File: src/core/usbg_pkg.sv
package usbg_pkg;
  // Command codes on the parallel port
  localparam logic [7:0] CMD_ERR_FIRST = 8'ha0;
  localparam logic [7:0] CMD_ERR_LAST = 8'haf;
  localparam logic [7:0] CMD_UNLOCK = 8'hb0;
  localparam logic [7:0] CMD_SCR_WR = 8'hb2;
  localparam logic [7:0] CMD_SCR_RD = 8'hb3;
  localparam logic [7:0] CMD_FRAME = 8'hb4;
  // Key that lifts the write protection
  localparam logic [15:0] UNLOCK_KEY = 16'haa37;
  // Endpoint count: control OUT, control IN, endpoints 1 to 14
  localparam int EP_COUNT = 16;
  // Transaction result byte layout
  localparam int ST_OVR_BIT = 7;
  localparam int ST_TGL_BIT = 6;
  localparam int ST_RSVD_BIT = 5;
  localparam int ST_CODE_LSB = 1;
  localparam int ST_OK_BIT = 0;
  localparam logic [7:0] ST_RESET = 8'h00;
  // Scratchpad layout and reset
  localparam int SCR_RSVD_BIT = 15;
  localparam logic [15:0] SCR_RESET = 16'h0000;
  // Frame number width and reset
  localparam int FRAME_W = 11;
  localparam logic [10:0] FRAME_RESET = 11'h000;
  // Host-side APB register offsets
  localparam logic [11:0] REG_CTRL = 12'h000;
  localparam logic [11:0] REG_WDATA = 12'h004;
  localparam logic [11:0] REG_RDATA = 12'h008;
  localparam logic [11:0] REG_STATUS = 12'h00c;
  // Host control and status register fields
  localparam int CTRL_OP_LSB = 0;
  localparam int CTRL_CNT_LSB = 8;
  localparam int CTRL_DIR_BIT = 10;
  localparam int STAT_BUSY_BIT = 0;

  // Transaction fault codes
  typedef enum logic [3:0] {
    FLT_NONE = 4'h0,
    FLT_PID_ENC = 4'h1,
    FLT_PID_UNK = 4'h2,
    FLT_UNEXP = 4'h3,
    FLT_TOK_CRC = 4'h4,
    FLT_DAT_CRC = 4'h5,
    FLT_TIMEOUT = 4'h6,
    FLT_BABBLE = 4'h7,
    FLT_EOP = 4'h8,
    FLT_NAK = 4'h9,
    FLT_STALL = 4'ha,
    FLT_OVERFLOW = 4'hb,
    FLT_ISO_EMPTY = 4'hc,
    FLT_STUFF = 4'hd,
    FLT_SYNC = 4'he,
    FLT_TOGGLE = 4'hf
  } usbg_fault_e;

  // Host sequencer states
  typedef enum logic [1:0] {
    H_IDLE = 2'b00,
    H_CMD = 2'b01,
    H_XFER = 2'b10
  } usbg_hstate_e;
endpackage

File: src/core/usbg_port_if.sv
`timescale 1ns/1ps
// Parallel command/data port, both ends on CORE_CLK
interface usbg_port_if;
  logic cmd_stb; // Command phase, dout holds the code
  logic wr_stb; // Data write phase, dout holds the byte
  logic rd_stb; // Data read phase, host takes din
  logic [7:0] dout; // Host to device byte
  logic [7:0] din; // Device to host byte, from a flop
  modport dev_mp(input cmd_stb, input wr_stb, input rd_stb, input dout,
                 output din);
  modport host_mp(output cmd_stb, output wr_stb, output rd_stb,
                  output dout, input din);
endinterface

File: src/core/usbg_dev.sv
`timescale 1ns/1ps
// Overview of operation
// A0..AF then one byte read of status
// Each transaction overwrites endpoint status
// Bit 7 flags event before previous read
// Bit 6 holds last good data toggle
// Bits 4..1 fault code, bit 5 zero
// Bit 0 marks successful transfer
// Codes 0000, 0001 PID, 0010 unknown PID
// Code 0011 unexpected packet type
// Codes 0100 to 1001 CRC, timeout, NAK
// Code 1010 stall handshake returned
// Codes 1011 overflow, 1100 empty ISO
// Codes 1101..1111; bad toggle discards data
// Suspend blocks all register and FIFO writes; the code still passes unlock key writes
// After resume reads wait for unlock
// Host sends B0 then AA37, low first
// Exact key lifts the write protection
// B2 writes, B3 reads 16-bit scratchpad
// Host writes zero into scratch bit 15
// Frame read gives last good SOF number
// One or two frame bytes, lower first
// Frame number undefined after bus reset
// Frame number command is B4
// Eleven-bit frame, upper byte bits 10..8
// Every suspend entry locks; wrong key ignored
module usbg_dev import usbg_pkg::*; (
  input wire logic CORE_CLK,
  input wire logic RESET_N,
  usbg_port_if.dev_mp LINK,
  input wire logic EV_VALID,
  input wire logic [3:0] EV_EP,
  input wire logic [3:0] EV_CODE,
  input wire logic EV_OK,
  input wire logic EV_TOGGLE,
  input wire logic SOF_VALID,
  input wire logic [10:0] SOF_FRAME,
  input wire logic USB_BUS_RESET,
  input wire logic SUSPEND,
  output logic WRITE_LOCKED,
  output logic READ_LOCKED,
  output logic DATA_DISCARD,
  output logic [15:0] SCRATCH
);
  typedef struct packed {
    logic [EP_COUNT-1:0][7:0] status; // Last result per endpoint
    logic [EP_COUNT-1:0] seen; // Result already read by host
    logic [7:0] opcode; // Command being served
    logic idx; // Data byte index within command
    logic [7:0] rdata; // Byte presented to host
    logic [15:0] scratch; // Firmware scratchpad
    logic [FRAME_W-1:0] frame; // Last good SOF frame number
    logic wlock; // Writes blocked
    logic rlock; // Reads blocked
    logic susp_prev; // Suspend level one cycle ago
    logic discard; // Toggle fault, drop packet data
  } usbg_dev_s;

  usbg_dev_s s_q, s_d;
  logic pair_stb; // Two-byte word assembled
  logic [15:0] pair_word; // Assembled word, low byte first
  logic pair_feed; // Byte belongs to a two-byte write

  // Is the code a result read
  function automatic logic is_result(input logic [7:0] op);
    is_result = (op >= CMD_ERR_FIRST) && (op <= CMD_ERR_LAST);
  endfunction

  // Byte the host sees for a command and index
  // A locked read gives zero and leaves the status unread
  function automatic logic [7:0] pick(input logic [7:0] op,
                                      input logic hi,
                                      input usbg_dev_s st);
    pick = 8'h00;
    if (st.rlock) begin
      pick = 8'h00; // Reads withheld until unlock
    end else if (is_result(op)) begin
      if (!hi) begin
        pick = st.status[op[3:0]]; // Single status byte
      end
    end else if (op == CMD_SCR_RD) begin
      pick = hi ? st.scratch[15:8] : st.scratch[7:0];
    end else if (op == CMD_FRAME) begin
      // Lower byte first, upper byte zero-filled
      pick = hi ? {5'h00, st.frame[10:8]} : st.frame[7:0];
    end
  endfunction

  // Only unlock and scratch bytes reach the pairer; others drop
  assign pair_feed = LINK.wr_stb &&
                     ((s_q.opcode == CMD_UNLOCK) ||
                      (s_q.opcode == CMD_SCR_WR));

  // Two-byte writes for unlock key and scratchpad
  usbg_pair u_pair (
    .clk(CORE_CLK),
    .rst_n(RESET_N),
    .start(LINK.cmd_stb),
    .byte_stb(pair_feed),
    .byte_in(LINK.dout),
    .word_stb(pair_stb),
    .word(pair_word)
  );

  // Next state of the whole block
  always_comb begin
    logic [3:0] ep;
    logic ovr;
    ep = EV_EP;
    ovr = 1'b0;
    s_d = s_q;
    s_d.discard = 1'b0;
    s_d.susp_prev = SUSPEND;

    // Command phase: latch code, preload first byte
    if (LINK.cmd_stb) begin
      s_d.opcode = LINK.dout;
      s_d.idx = 1'b0;
      s_d.rdata = pick(LINK.dout, 1'b0, s_q);
    end else if (LINK.rd_stb) begin
      // Host took rdata; present the next byte
      s_d.idx = 1'b1;
      s_d.rdata = pick(s_q.opcode, 1'b1, s_q);
      if (is_result(s_q.opcode) && !s_q.idx && !s_q.rlock) begin
        // Status consumed; overrun was reported with it
        s_d.seen[s_q.opcode[3:0]] = 1'b1;
        s_d.status[s_q.opcode[3:0]][ST_OVR_BIT] = 1'b0;
      end
    end

    // Completed two-byte writes
    if (pair_stb) begin
      if (s_q.opcode == CMD_UNLOCK && pair_word == UNLOCK_KEY) begin
        s_d.wlock = 1'b0; // Exact key only
        s_d.rlock = 1'b0;
      end
      if (s_q.opcode == CMD_SCR_WR && !s_q.wlock) begin
        s_d.scratch = pair_word; // Stored as written
      end
    end

    // Suspend entry locks; wins over an unlock same cycle
    // Edge only: an unlock while the input is still high holds
    // until the next suspend entry; software unlocks after resume
    if (SUSPEND && !s_q.susp_prev) begin
      s_d.wlock = 1'b1;
      s_d.rlock = 1'b1;
    end

    // Bus reset: frame is undefined until the next SOF; zero it so
    // software never sees a count from before the reset
    if (USB_BUS_RESET) begin
      s_d.frame = FRAME_RESET;
    end
    // Only error-free SOFs update the frame number; an SOF in the
    // same cycle as a bus reset is the newer value and wins
    if (SOF_VALID) begin
      s_d.frame = SOF_FRAME;
    end

    // Transaction result replaces the old one; set beats read
    if (EV_VALID) begin
      // Set beats a read in the same cycle: judged on the old state
      ovr = !s_q.seen[ep] || s_q.status[ep][ST_OVR_BIT];
      s_d.status[ep][ST_OVR_BIT] = ovr;
      // A failed packet keeps the toggle of the last good one
      if (EV_OK) begin
        s_d.status[ep][ST_TGL_BIT] = EV_TOGGLE;
      end
      s_d.status[ep][ST_RSVD_BIT] = 1'b0;
      // Fault code passed through as reported
      s_d.status[ep][ST_CODE_LSB+:4] = EV_CODE;
      s_d.status[ep][ST_OK_BIT] = EV_OK;
      s_d.seen[ep] = 1'b0;
      // Unexpected toggle: packet data must be dropped
      s_d.discard = (EV_CODE == FLT_TOGGLE);
    end
  end

  // State register; locks clear at power-up
  // Endpoints start as read, so a first result after power-up
  // never shows a false overrun
  always_ff @(posedge CORE_CLK or negedge RESET_N) begin
    if (!RESET_N) begin
      s_q.status <= {EP_COUNT{ST_RESET}};
      s_q.seen <= '1;
      s_q.opcode <= 8'h00;
      s_q.idx <= 1'b0;
      s_q.rdata <= 8'h00;
      s_q.scratch <= SCR_RESET;
      s_q.frame <= FRAME_RESET;
      s_q.wlock <= 1'b0;
      s_q.rlock <= 1'b0;
      s_q.susp_prev <= 1'b0;
      s_q.discard <= 1'b0;
    end else begin
      s_q <= s_d;
    end
  end

  // Outputs, all from flops
  // The lock level is exported so FIFO logic can gate its own
  // write strobes without keeping a second copy
  assign LINK.din = s_q.rdata;
  assign WRITE_LOCKED = s_q.wlock; // Gates FIFO writes elsewhere
  assign READ_LOCKED = s_q.rlock;
  assign DATA_DISCARD = s_q.discard;
  assign SCRATCH = s_q.scratch;
endmodule

File: src/core/usbg_pair.sv
`timescale 1ns/1ps
// Joins two bytes, lower first, into one word
module usbg_pair import usbg_pkg::*; (
  input wire logic clk,
  input wire logic rst_n,
  input wire logic start,
  input wire logic byte_stb,
  input wire logic [7:0] byte_in,
  output logic word_stb,
  output logic [15:0] word
);
  typedef struct packed {
    logic [7:0] low; // Held lower byte
    logic have_low; // Lower byte already taken
    logic [15:0] word; // Completed word
    logic stb; // Word completed last cycle
  } usbg_pair_s;

  usbg_pair_s s_q, s_d;

  // Next state: a new command restarts the pairing
  always_comb begin
    s_d = s_q;
    s_d.stb = 1'b0;
    if (start) begin
      s_d.have_low = 1'b0;
    end else if (byte_stb && !s_q.have_low) begin
      s_d.low = byte_in;
      s_d.have_low = 1'b1;
    end else if (byte_stb) begin
      // Odd third byte starts a new pair
      s_d.word = {byte_in, s_q.low};
      s_d.stb = 1'b1;
      s_d.have_low = 1'b0;
    end
  end

  // State register
  always_ff @(posedge clk or negedge rst_n) begin
    if (!rst_n) begin
      s_q <= '0;
    end else begin
      s_q <= s_d;
    end
  end

  assign word_stb = s_q.stb;
  assign word = s_q.word;
endmodule

File: src/flat_wrapper.sv
// flat-port wrapper written by rule: the top's interface ports become plain ports
module usbg_dev_flat import usbg_pkg::*;
  (CORE_CLK, RESET_N, EV_VALID, EV_EP, EV_CODE, EV_OK, EV_TOGGLE, SOF_VALID, SOF_FRAME, USB_BUS_RESET, SUSPEND, WRITE_LOCKED, READ_LOCKED, DATA_DISCARD, SCRATCH, LINK_cmd_stb, LINK_wr_stb, LINK_rd_stb, LINK_dout, LINK_din);
  usbg_port_if LINK_i ();
  input wire logic CORE_CLK;
  input wire logic RESET_N;
  input wire logic EV_VALID;
  input wire logic [3:0] EV_EP;
  input wire logic [3:0] EV_CODE;
  input wire logic EV_OK;
  input wire logic EV_TOGGLE;
  input wire logic SOF_VALID;
  input wire logic [10:0] SOF_FRAME;
  input wire logic USB_BUS_RESET;
  input wire logic SUSPEND;
  output logic WRITE_LOCKED;
  output logic READ_LOCKED;
  output logic DATA_DISCARD;
  output logic [15:0] SCRATCH;
  input wire logic [$bits(LINK_i.cmd_stb)-1:0] LINK_cmd_stb;
  input wire logic [$bits(LINK_i.wr_stb)-1:0] LINK_wr_stb;
  input wire logic [$bits(LINK_i.rd_stb)-1:0] LINK_rd_stb;
  input wire logic [$bits(LINK_i.dout)-1:0] LINK_dout;
  output wire logic [$bits(LINK_i.din)-1:0] LINK_din;
  assign LINK_i.cmd_stb = LINK_cmd_stb;
  assign LINK_i.wr_stb = LINK_wr_stb;
  assign LINK_i.rd_stb = LINK_rd_stb;
  assign LINK_i.dout = LINK_dout;
  assign LINK_din = LINK_i.din;
  usbg_dev u_core (.CORE_CLK(CORE_CLK), .RESET_N(RESET_N), .LINK(LINK_i), .EV_VALID(EV_VALID), .EV_EP(EV_EP), .EV_CODE(EV_CODE), .EV_OK(EV_OK), .EV_TOGGLE(EV_TOGGLE), .SOF_VALID(SOF_VALID), .SOF_FRAME(SOF_FRAME), .USB_BUS_RESET(USB_BUS_RESET), .SUSPEND(SUSPEND), .WRITE_LOCKED(WRITE_LOCKED), .READ_LOCKED(READ_LOCKED), .DATA_DISCARD(DATA_DISCARD), .SCRATCH(SCRATCH));
endmodule
File: config.mk
export PLATFORM = sky130hd
export DESIGN_NAME = usbg_dev_flat
export DESIGN_NICKNAME = d
export VERILOG_FILES = /design/src/core/usbg_pkg.sv /design/src/core/usbg_port_if.sv /design/src/core/usbg_dev.sv /design/src/core/usbg_pair.sv /design/src/flat_wrapper.sv
export SDC_FILE = /design/constraint.sdc
export NUM_CORES = 1
export LEC_CHECK = 0
export BUFFER_PORTS_ARGS = -buffer_cell sky130_fd_sc_hd__buf_2
export CAP_MARGIN = 20
export CORE_UTILIZATION = 55
export CTS_CLUSTER_DIAMETER = 150
export DETAILED_ROUTE_END_ITERATION = 10
export HOLD_SLACK_MARGIN = 0.1
export PLACE_DENSITY = 0.73
export SETUP_SLACK_MARGIN = 0.3
export SLEW_MARGIN = 20
export SYNTH_ARGS = -nofsm -noshare
export SYNTH_HDL_FRONTEND = slang
export SYNTH_SLANG_ARGS = --single-unit
File: constraint.sdc
create_clock -name CORE_CLK -period 6 [get_ports CORE_CLK]
set_clock_uncertainty 0.2 [all_clocks]
set_input_delay 1.5 -clock CORE_CLK [delete_from_list [all_inputs] [get_ports CORE_CLK]]
set_output_delay 1.5 -clock CORE_CLK [all_outputs]
set_load 0.02 [all_outputs]
# == Word-level counts from Yosys, hierarchy flattened ==
# Index checks and enable logic that the tools add are counted.
# W data, S select, Z words.
# op_classes
eq_ne,8
reduce_logical,28
magnitude_cmp,9
bitwise_logic,9
muxes,53
# ops
cell,n
$mux W144,4
$bwmux W128,4
$and A128 B128 Y128,2
$mux W128,2
$not A128 Y128,2
$demux W8 S4,6
$mux W8,11
$bmux W8 S4,2
$eq A8 B8 Y1 const B,6
$mux W11,2
$mux W18,1
$mux W9,2
$and A16 B16 Y16,1
$eq A16 B16 Y1 const B,1
$ge A8 B8 Y1 const B,2
$le A8 B8 Y1 const B,2
$not A16 Y16,1
$or A16 B16 Y16,1
$lt A4 B5 Y1 const B,3
$logic_and A1 B1 Y1,11
$mux W1,9
$demux W1 S4,2
$ge A4 B1 Y1 const B,2
$reduce_bool A2 Y1,4
13 further kinds,24
# word_totals
inputBits,38
out_inout_bits,27
regBits,218

# == Depth between registers and ports, before layout ==
# Gate-level depths: netlist of run 1.
# depth
word_depth,17
depth_mapped,8
mapped_depth_nobuf,5

# == Modules after synthesis ==
# Synthesis of run 1 repeated with hierarchy kept, for this count alone.
# unflattened
hier_cells,833
hier_area_um2,10408.7
# by_module_without_submodules
module,instances,area_each_um2,cells_each,seq_area_each_um2
usbg_dev,1,9301.4,761,4799.6
usbg_pair,1,1107.3,72,650.6

# == Least setup slack after synthesis of run 1 ==
# OpenSTA, ideal clock, no wires.
# synth_timing
path_type,in2reg
startpoint,in LINK_cmd_stb
endpoint,reg u_core.s_q[175] in the netlist's numbering
path_stages,5
required_time_ps,5678
t_arrival_ps,2793
setup_ps,122
path_slack_ps,2886
path_cell_list,nor4_1 nand3_1 nor3b_1 nand3_1 a32o_1
# synth_lines
element,line_no,source
start: declaration,flat_wrapper.sv:20,input wire logic [$bits(LINK_i.cmd_stb)-1:0] LINK_cmd_stb;
end: declaration,usbg_dev.sv:59,"usbg_dev_s s_q, s_d;"

# == Worst setup path after layout of run 1 ==
# layout_timing
startpoint,in LINK_dout[0]
endpoint,reg u_core.s_q (netlist bit u_core.LINK.din[3])
# layout_via
elab_chain_cells,6
elab_cells_between_ends,12
# layout_lines
element,line_no,source
start: declaration,flat_wrapper.sv:23,input wire logic [$bits(LINK_i.dout)-1:0] LINK_dout;
branches (longest 3 deep; another with $ge A8 B8 Y1),n/a,
$mux W8 *,usbg_dev.sv:77,end else if (is_result(op)) begin
$mux W8 *,usbg_dev.sv:75,if (st.rlock) begin
$mux W9 *,usbg_dev.sv:116,if (LINK.cmd_stb) begin
# Mark *: on every way between the ends. The select of a mux whose other input is x is not followed.
# A chain may end at the register's enable or synchronous reset.

==> flow_metrics.py, run 1 <==
metrics = {
    "pwr": {
        "powerDensity_mw_per_mm2": 319,
        "power.total_mw": 3.56,
        "p_leak_nw": 5.22,
        "ir_drop_v": 0.000243,
    },
    "route": {
        "avgRoutedWirePerCell_um": 22.1,
        "route.detailed.drc": 22,
        "drt_first_pass_iters": 8,
        "drtIter0Drc": 574,
        "num_vias": 7059,
        "wl_um": 25500,
        "vias_per_cell": 6.12,
        "ant_nets": 0,
    },
    "outcome": {
        "outcome": "finished with violations",
        "violations": "DRC",
    },
    "synthesis": {
        "ys_types": 67,
        "syn_nets": 927,
        "synth_flop_cell": "dfrtp_1",
        "syn-cell-area_mm2": 0.0103,
        "async_flop_share": 1.00,
        "yosys_warnings": 0,
        "ys_ff_latch": 217,
        "synth.avg_cell_area_um2": 11.5,
        "syn-instance-count": 889,
        "synth_edf_count": 0,
        "seq_area_frac_synth": 0.532,
    },
    "timing": {
        "timing.final.crit_share": 0.593,
        "worstMarginPinSlew_ps": 1060,
        "setup_viol": 0,
        "rsz0062_at_grt": "false",
        "slew_headroom": 0.290,
        "fin_crit_ps": 3560,
        "max_freq_mhz": 281,
        "slew_viol_final": 0,
        "final.setup.tns_ps": 0,
        "hold_viol": 0,
    },
    "worst_setup_path": {
        "critPathKind": "input pin to register",
        "crit_arrival_ps": 3760,
        "cp.required_ps": 6200,
        "critPathMaxFanout": 50,
        "start_kind": "input pin",
        "worst_setup_path_end_kind": "register",
    },
    "clock_network": {
        "clkTransAtPathRegs_ps": 60,
        "post-cts-setup-buffers": 0,
        "cts_hold_buffers": 0,
        "cts_root_buf": "clkbuf_16",
        "cts_tree": "built",
        "cts_resized": 0,
        "insertion_delay_ps": 510,
        "cts.sinks": 217,
        "htreeDepth": 1,
        "clock_path_buffers": 3,
        "cts_made_buffers": 23,
    },
    "cells_and_area": {
        "antenna_cells": 0,
        "final_util": 0.616,
        "nets": 948,
        "fin_area_mm2": 0.0112,
        "drive_above_1_share": 0.283,
        "syn_to_final_growth_pct": 8.99,
        "finalNonFillerCells": 1154,
    },
    "place": {
        "dp_hpwl_um": 17200,
        "gp_congestion": 0.913,
        "port_buffers": 64,
        "dp.cells": 1114,
        "dpl_cell_area_mm2": 0.0105,
    },
    "grt": {
        "gr-total-overflow": 0,
        "grt_first_pass_wirelength_um": 41000,
        "antenna_found_initial": 0,
        "grt_pass1_vias": 7122,
        "grt_max_degree": 113,
        "grt_use_total": 0.277,
    },
    "floorplan": {
        "fp-row-count": 49,
        "fp.dieW_um": 139,
        "io_pins": 65,
        "fp.dieArea_mm2": 0.0192,
        "initial_utilization": 0.565,
        "core_area_mm2": 0.0181,
        "die_h_um": 139,
    },
    "flow_run": {
        "drv_cap": 0,
    },
    "min_path": {
        "hp-class": "register to register",
    },
}
## state kept, by name, summed over array words and instances, names as in the netlist
| name | cells |
|---|---|
| u_core.u_pair.word_stb | 1 |
| u_core.READ_LOCKED | 1 |
| u_core.SCRATCH | 16 |
| u_core.s_q | 165 |
| u_core.LINK.din | 8 |
| u_core.u_pair.word | 16 |
| u_core.u_pair.s_q | 9 |
| u_core.DATA_DISCARD | 1 |
## cell type report
type | instances | area, um^2
tap | 229 | 287
fill | 1484 | 6970
sequential | 217 | 5450
timing repair buffer | 66 | 358
inverter | 13 | 48.8
clock inverter | 5 | 25.0
multi-input combinational | 589 | 4330
clock buffer | 35 | 681
## synthesized netlist by cell type, types with 3 or more instances
master	instances	share of area
o22ai_1	4	0.0024
buf_2	3	0.0015
nor4bb_1	3	0.0029
buf_6	5	0.0055
dfrtp_1	201	0.49
nor3b_1	4	0.0029
a22oi_1	10	0.0073
a21boi_0	3	0.0022
mux2_4	19	0.028
a2bb2oi_1	3	0.0026
inv_1	13	0.0048
a32o_1	8	0.0078
mux2_2	90	0.099
nor3_1	7	0.0034
o211ai_1	4	0.0029
nand2b_1	20	0.012
nand3_1	15	0.0073
a211oi_1	4	0.0029
a2111oi_0	6	0.0051
and2_1	11	0.0067
nand2_1	153	0.056
nor2_1	41	0.015
or2_2	3	0.0018
mux4_2	20	0.044
buf_4	26	0.019
nor2b_1	23	0.014
a21oi_1	32	0.016
o21ai_0	31	0.015
o21a_1	3	0.0022
nor4_1	5	0.0031
or3_1	3	0.0018
dfstp_2	16	0.041
o41ai_1	3	0.0026
mux2i_1	13	0.013
nand3b_1	3	0.0022
a22o_1	6	0.0051
clkbuf_1	32	0.012
## routing by layer
layer  vias up  share of wire  GRT usage
li1       3166              -          -
met1      3546           0.43      0.389
met2       283           0.47      0.434
met3        64          0.068     0.0497
met4         0          0.036      0.103
met5         -              0          0
## through the flow
step / worst slack, ps / hold WS [ps]
6_report: 2440 / 217
3_3_place_gp: 1820 / 204
3_5_place_dp: 1960 / 211
2_1_floorplan: 2890 / 200
4_1_cts: 2470 / 219
5_1_grt: 2260 / 223
## kinds of logic (layout without fill, tap and decap cells)
group / after synthesis / after routing / synth area share
AND/OR/NAND/NOR: 313 / 313 / 0.150
flip-flops: 217 / 217 / 0.532
multiplexers: 142 / 142 / 0.183
buffers and inverters: 83 / 119 / 0.0471
XOR/XNOR: 1 / 1 / 0.000854
AO/OA/AOI/OAI: 133 / 133 / 0.0870
## power by group
| group | switching, mW | internal [mW] | total (mW) | leakage, nW |
|---|---|---|---|---|
| sequential | 0.123 | 1.66 | 1.78 | 2.76 |
| clock | 0.557 | 0.777 | 1.33 | 0.353 |
| combinational | 0.228 | 0.221 | 0.449 | 2.10 |
## placed cells by master, fill, tap and decap left out, drive strengths merged, types with 4 or more instances in the layout
| cell | Yosys | final |
|---|---|---|
| mux2 | 109 | 109 |
| nand3 | 15 | 15 |
| nor2 | 43 | 43 |
| mux4 | 20 | 20 |
| dfstp | 16 | 16 |
| nor3 | 8 | 8 |
| and2 | 11 | 11 |
| o21ai | 31 | 31 |
| clkbuf | 32 | 35 |
| a22oi | 10 | 10 |
| dfrtp | 201 | 201 |
| clkinv | 0 | 5 |
| nor4 | 5 | 5 |
| nand2 | 153 | 153 |
| mux2i | 13 | 13 |
| a2111oi | 6 | 6 |
| o22ai | 4 | 4 |
| a22o | 6 | 6 |
| nor3b | 5 | 5 |
| buf | 38 | 66 |
| o211ai | 4 | 4 |
| a32o | 8 | 8 |
| inv | 13 | 13 |
| nor2b | 23 | 23 |
| a21oi | 32 | 32 |
| nand2b | 20 | 20 |
| a211oi | 4 | 4 |
| nand3b | 4 | 4 |
## final timing paths
path | from | endpoint | slack [ps] | cells past startpoint
setup / recovery | LINK_dout[0] | u_core.LINK.din[3] | 2440 | 7
hold / removal | u_core.s_q[1] | u_core.READ_LOCKED | 220 | 1
hold reg to reg | u_core.s_q[1] | u_core.READ_LOCKED | 220 | 1
max in group asynchronous | RESET_N | u_core.s_q[100] | 3740 | 2
min in group asynchronous | RESET_N | u_core.s_q[69] | 830 | 1
setup reg to reg | u_core.READ_LOCKED | u_core.s_q[175] | 3200 | 5
## critical path, cell delays in order
cell and delay (ps):
buf_2 230, buf_4 650, mux4_2 350, nor2_1 50
a2111oi_0 550, a21oi_1 170, o31ai_1 220
Power figures use the tool's default switching activity.
==> run 2, diff against run 1 <==
- clock period: 6 -> 3.7 ns (I/O delays scaled with it)
==> run 2 against run 1 <==
  * The run still ends with DRC left
  * Sequential power increased by 62%
  * Clock power increased by 69%
  * Worst setup slack got worse by 1500 ps
  * Via count increased by 2.5%
  * Die area did not move
  * Combinational power grew 68%
  * Routed wire length rose by 1.3%
  * Non-clock buffer count increased by 20
  * First-iteration DRC count rose by 30%
  * Sequential share of layout area down 0.87 points
  * Cell area rose by 1.8%
==> flow_metrics.py, run 2 (synthesis gave the netlist of run 1 again) <==
metrics = {
    "cells_and_area": {
        "syn_to_final_growth_pct": 11.0,
        "drive_above_1_share": 0.299,
        "final_cell_mix": "dfrtp_1, nand2_1, mux2_2, buf_2, nor2_1",
        "final_common_cell": "dfrtp_1",
        "nets": 968,
        "top_register": "u_core.s_q",
        "antenna_cells": 0,
        "largest_reg_flops": 165,
    },
    "place": {
        "post-place-ws_ps": 616,
        "gp_congestion": 0.861,
        "dp_hpwl_um": 17700,
        "port_buffers": 64,
    },
    "clock_network": {
        "cts_resized": 0,
        "clock_path_buffers": 3,
        "cts.sinks": 217,
        "cts_made_buffers": 23,
        "cts_tree": "built",
        "clkTransAtPathRegs_ps": 60,
        "cts_hold_buffers": 0,
        "cts_root_buf": "clkbuf_16",
        "insertion_delay_ps": 510,
        "post-cts-setup-buffers": 0,
        "htreeDepth": 1,
    },
    "pwr": {
        "clkPwrFrac": 0.382,
        "power_switching_mw": 1.50,
        "power_frac_seq": 0.490,
        "p_leak_nw": 5.34,
        "pwr-share-comb": 0.128,
        "powerDensity_mw_per_mm2": 517,
        "ir_drop_v": 0.000377,
        "p_int_mw": 4.38,
        "power.total_mw": 5.88,
        "sw_frac_of_total": 0.255,
    },
    "grt": {
        "antenna_found_initial": 0,
        "grt_pass1_vias": 7169,
        "grt_first_pass_wirelength_um": 40900,
        "grt_use_total": 0.277,
        "grt_max_degree": 79,
        "gr-total-overflow": 0,
    },
    "route": {
        "wl_um": 25800,
        "ant_nets": 0,
        "route.detailed.drc": 22,
        "num_vias": 7238,
        "drt_first_pass_iters": 9,
        "drtIter0Drc": 744,
        "vias_per_cell": 6.15,
        "avgRoutedWirePerCell_um": 21.9,
    },
    "worst_setup_path": {
        "worst_setup_path_end_kind": "register",
        "start_kind": "register",
        "critPathMaxFanout": 16,
        "crit_arrival_ps": 2930,
        "crit_family": "simple AND/OR/NAND/NOR gates",
        "crit_chain": "nor2_4 -> and3_4 -> nand3b_1 -> or3b_1 -> mux2_4",
        "cp_slowest_cell": "or3b_1",
        "slowest_delay_ps": 770,
        "critPathKind": "register to register",
        "critPathBufInv": 0,
        "cp.required_ps": 3880,
    },
    "outcome": {
        "outcome": "finished with violations",
        "violations": "DRC",
    },
    "timing": {
        "fin_crit_ps": 2750,
        "whs_ps": 218,
        "slew_viol_final": 0,
        "timing.final.crit_share": 0.743,
        "final.setup.tns_ps": 0,
        "hold_viol": 0,
        "max_freq_mhz": 364,
        "setup_viol": 0,
        "rsz0062_at_grt": "false",
        "worstMarginPinSlew_ps": 912,
        "slew_headroom": 0.392,
        "setup_ws_ps": 949,
    },
    "floorplan": {
        "fp-row-count": 49,
        "core_area_mm2": 0.0181,
        "fp.dieArea_mm2": 0.0192,
        "die_h_um": 139,
        "initial_utilization": 0.565,
        "fp.dieW_um": 139,
        "io_pins": 65,
    },
    "flow_run": {
        "drv_cap": 0,
    },
    "min_path": {
        "hp-class": "input pin to async pin",
    },
}
-- run 2: changes by cell type in the layout (fill, tap and decap cells not counted), sizes merged --
| cell | before | now |
|---|---|---|
| clkbuf | 35 | 34 |
| inv | 13 | 15 |
| bufinv | 0 | 1 |
| buf | 66 | 86 |
-- run 2: worst paths after layout --
kind	startpoint	slack, ps	end	depth (start not counted)
max	u_core.s_q[43]	950	u_core.SCRATCH[9]	5
min	RESET_N	220	u_core.s_q[13]	1
max reg2reg	u_core.s_q[43]	950	u_core.SCRATCH[9]	5
min reg2reg	u_core.s_q[1]	230	u_core.READ_LOCKED	1
max in group asynchronous	RESET_N	2340	u_core.SCRATCH[13]	2
min in group CORE_CLK	u_core.s_q[1]	230	u_core.READ_LOCKED	1
-- run 2: area by class of cell --
cell class                 instances  area (um^2)
clock buffer                      34          667
multi-input combinational        589         4320
inverter                          13         48.8
timing repair buffer              86          533
sequential                       217         5450
fill                            1410         6770
tap                              229          287
clock inverter                     8         72.6
-- run 2: metal layers --
layer | vias to the layer above | share of wire | track usage
met5 | - | 0 | 0
met4 | 0 | 0.029 | 0.0923
met3 | 56 | 0.071 | 0.0477
met2 | 322 | 0.47 | 0.450
met1 | 3645 | 0.43 | 0.381
li1 | 3215 | - | -
-- run 2: power by group through the flow --
stage	clock (mW)	sequential, mW	combinational, mW
floorplan	0	2.84	0.530
global route	2.37	2.91	0.829
detailed placement	0	2.91	0.752
CTS	2.28	2.88	0.756
global placement	0	2.90	0.730
finish	2.25	2.88	0.754
-- run 2: metrics by stage --
step,util,cell area (um^2),std cells
finish,0.627,11400,1176
CTS,0.627,11400,1176
detailed placement,0.586,10600,1134
global placement,0.586,10600,1134
global route,0.627,11400,1176
floorplan,-,10300,889
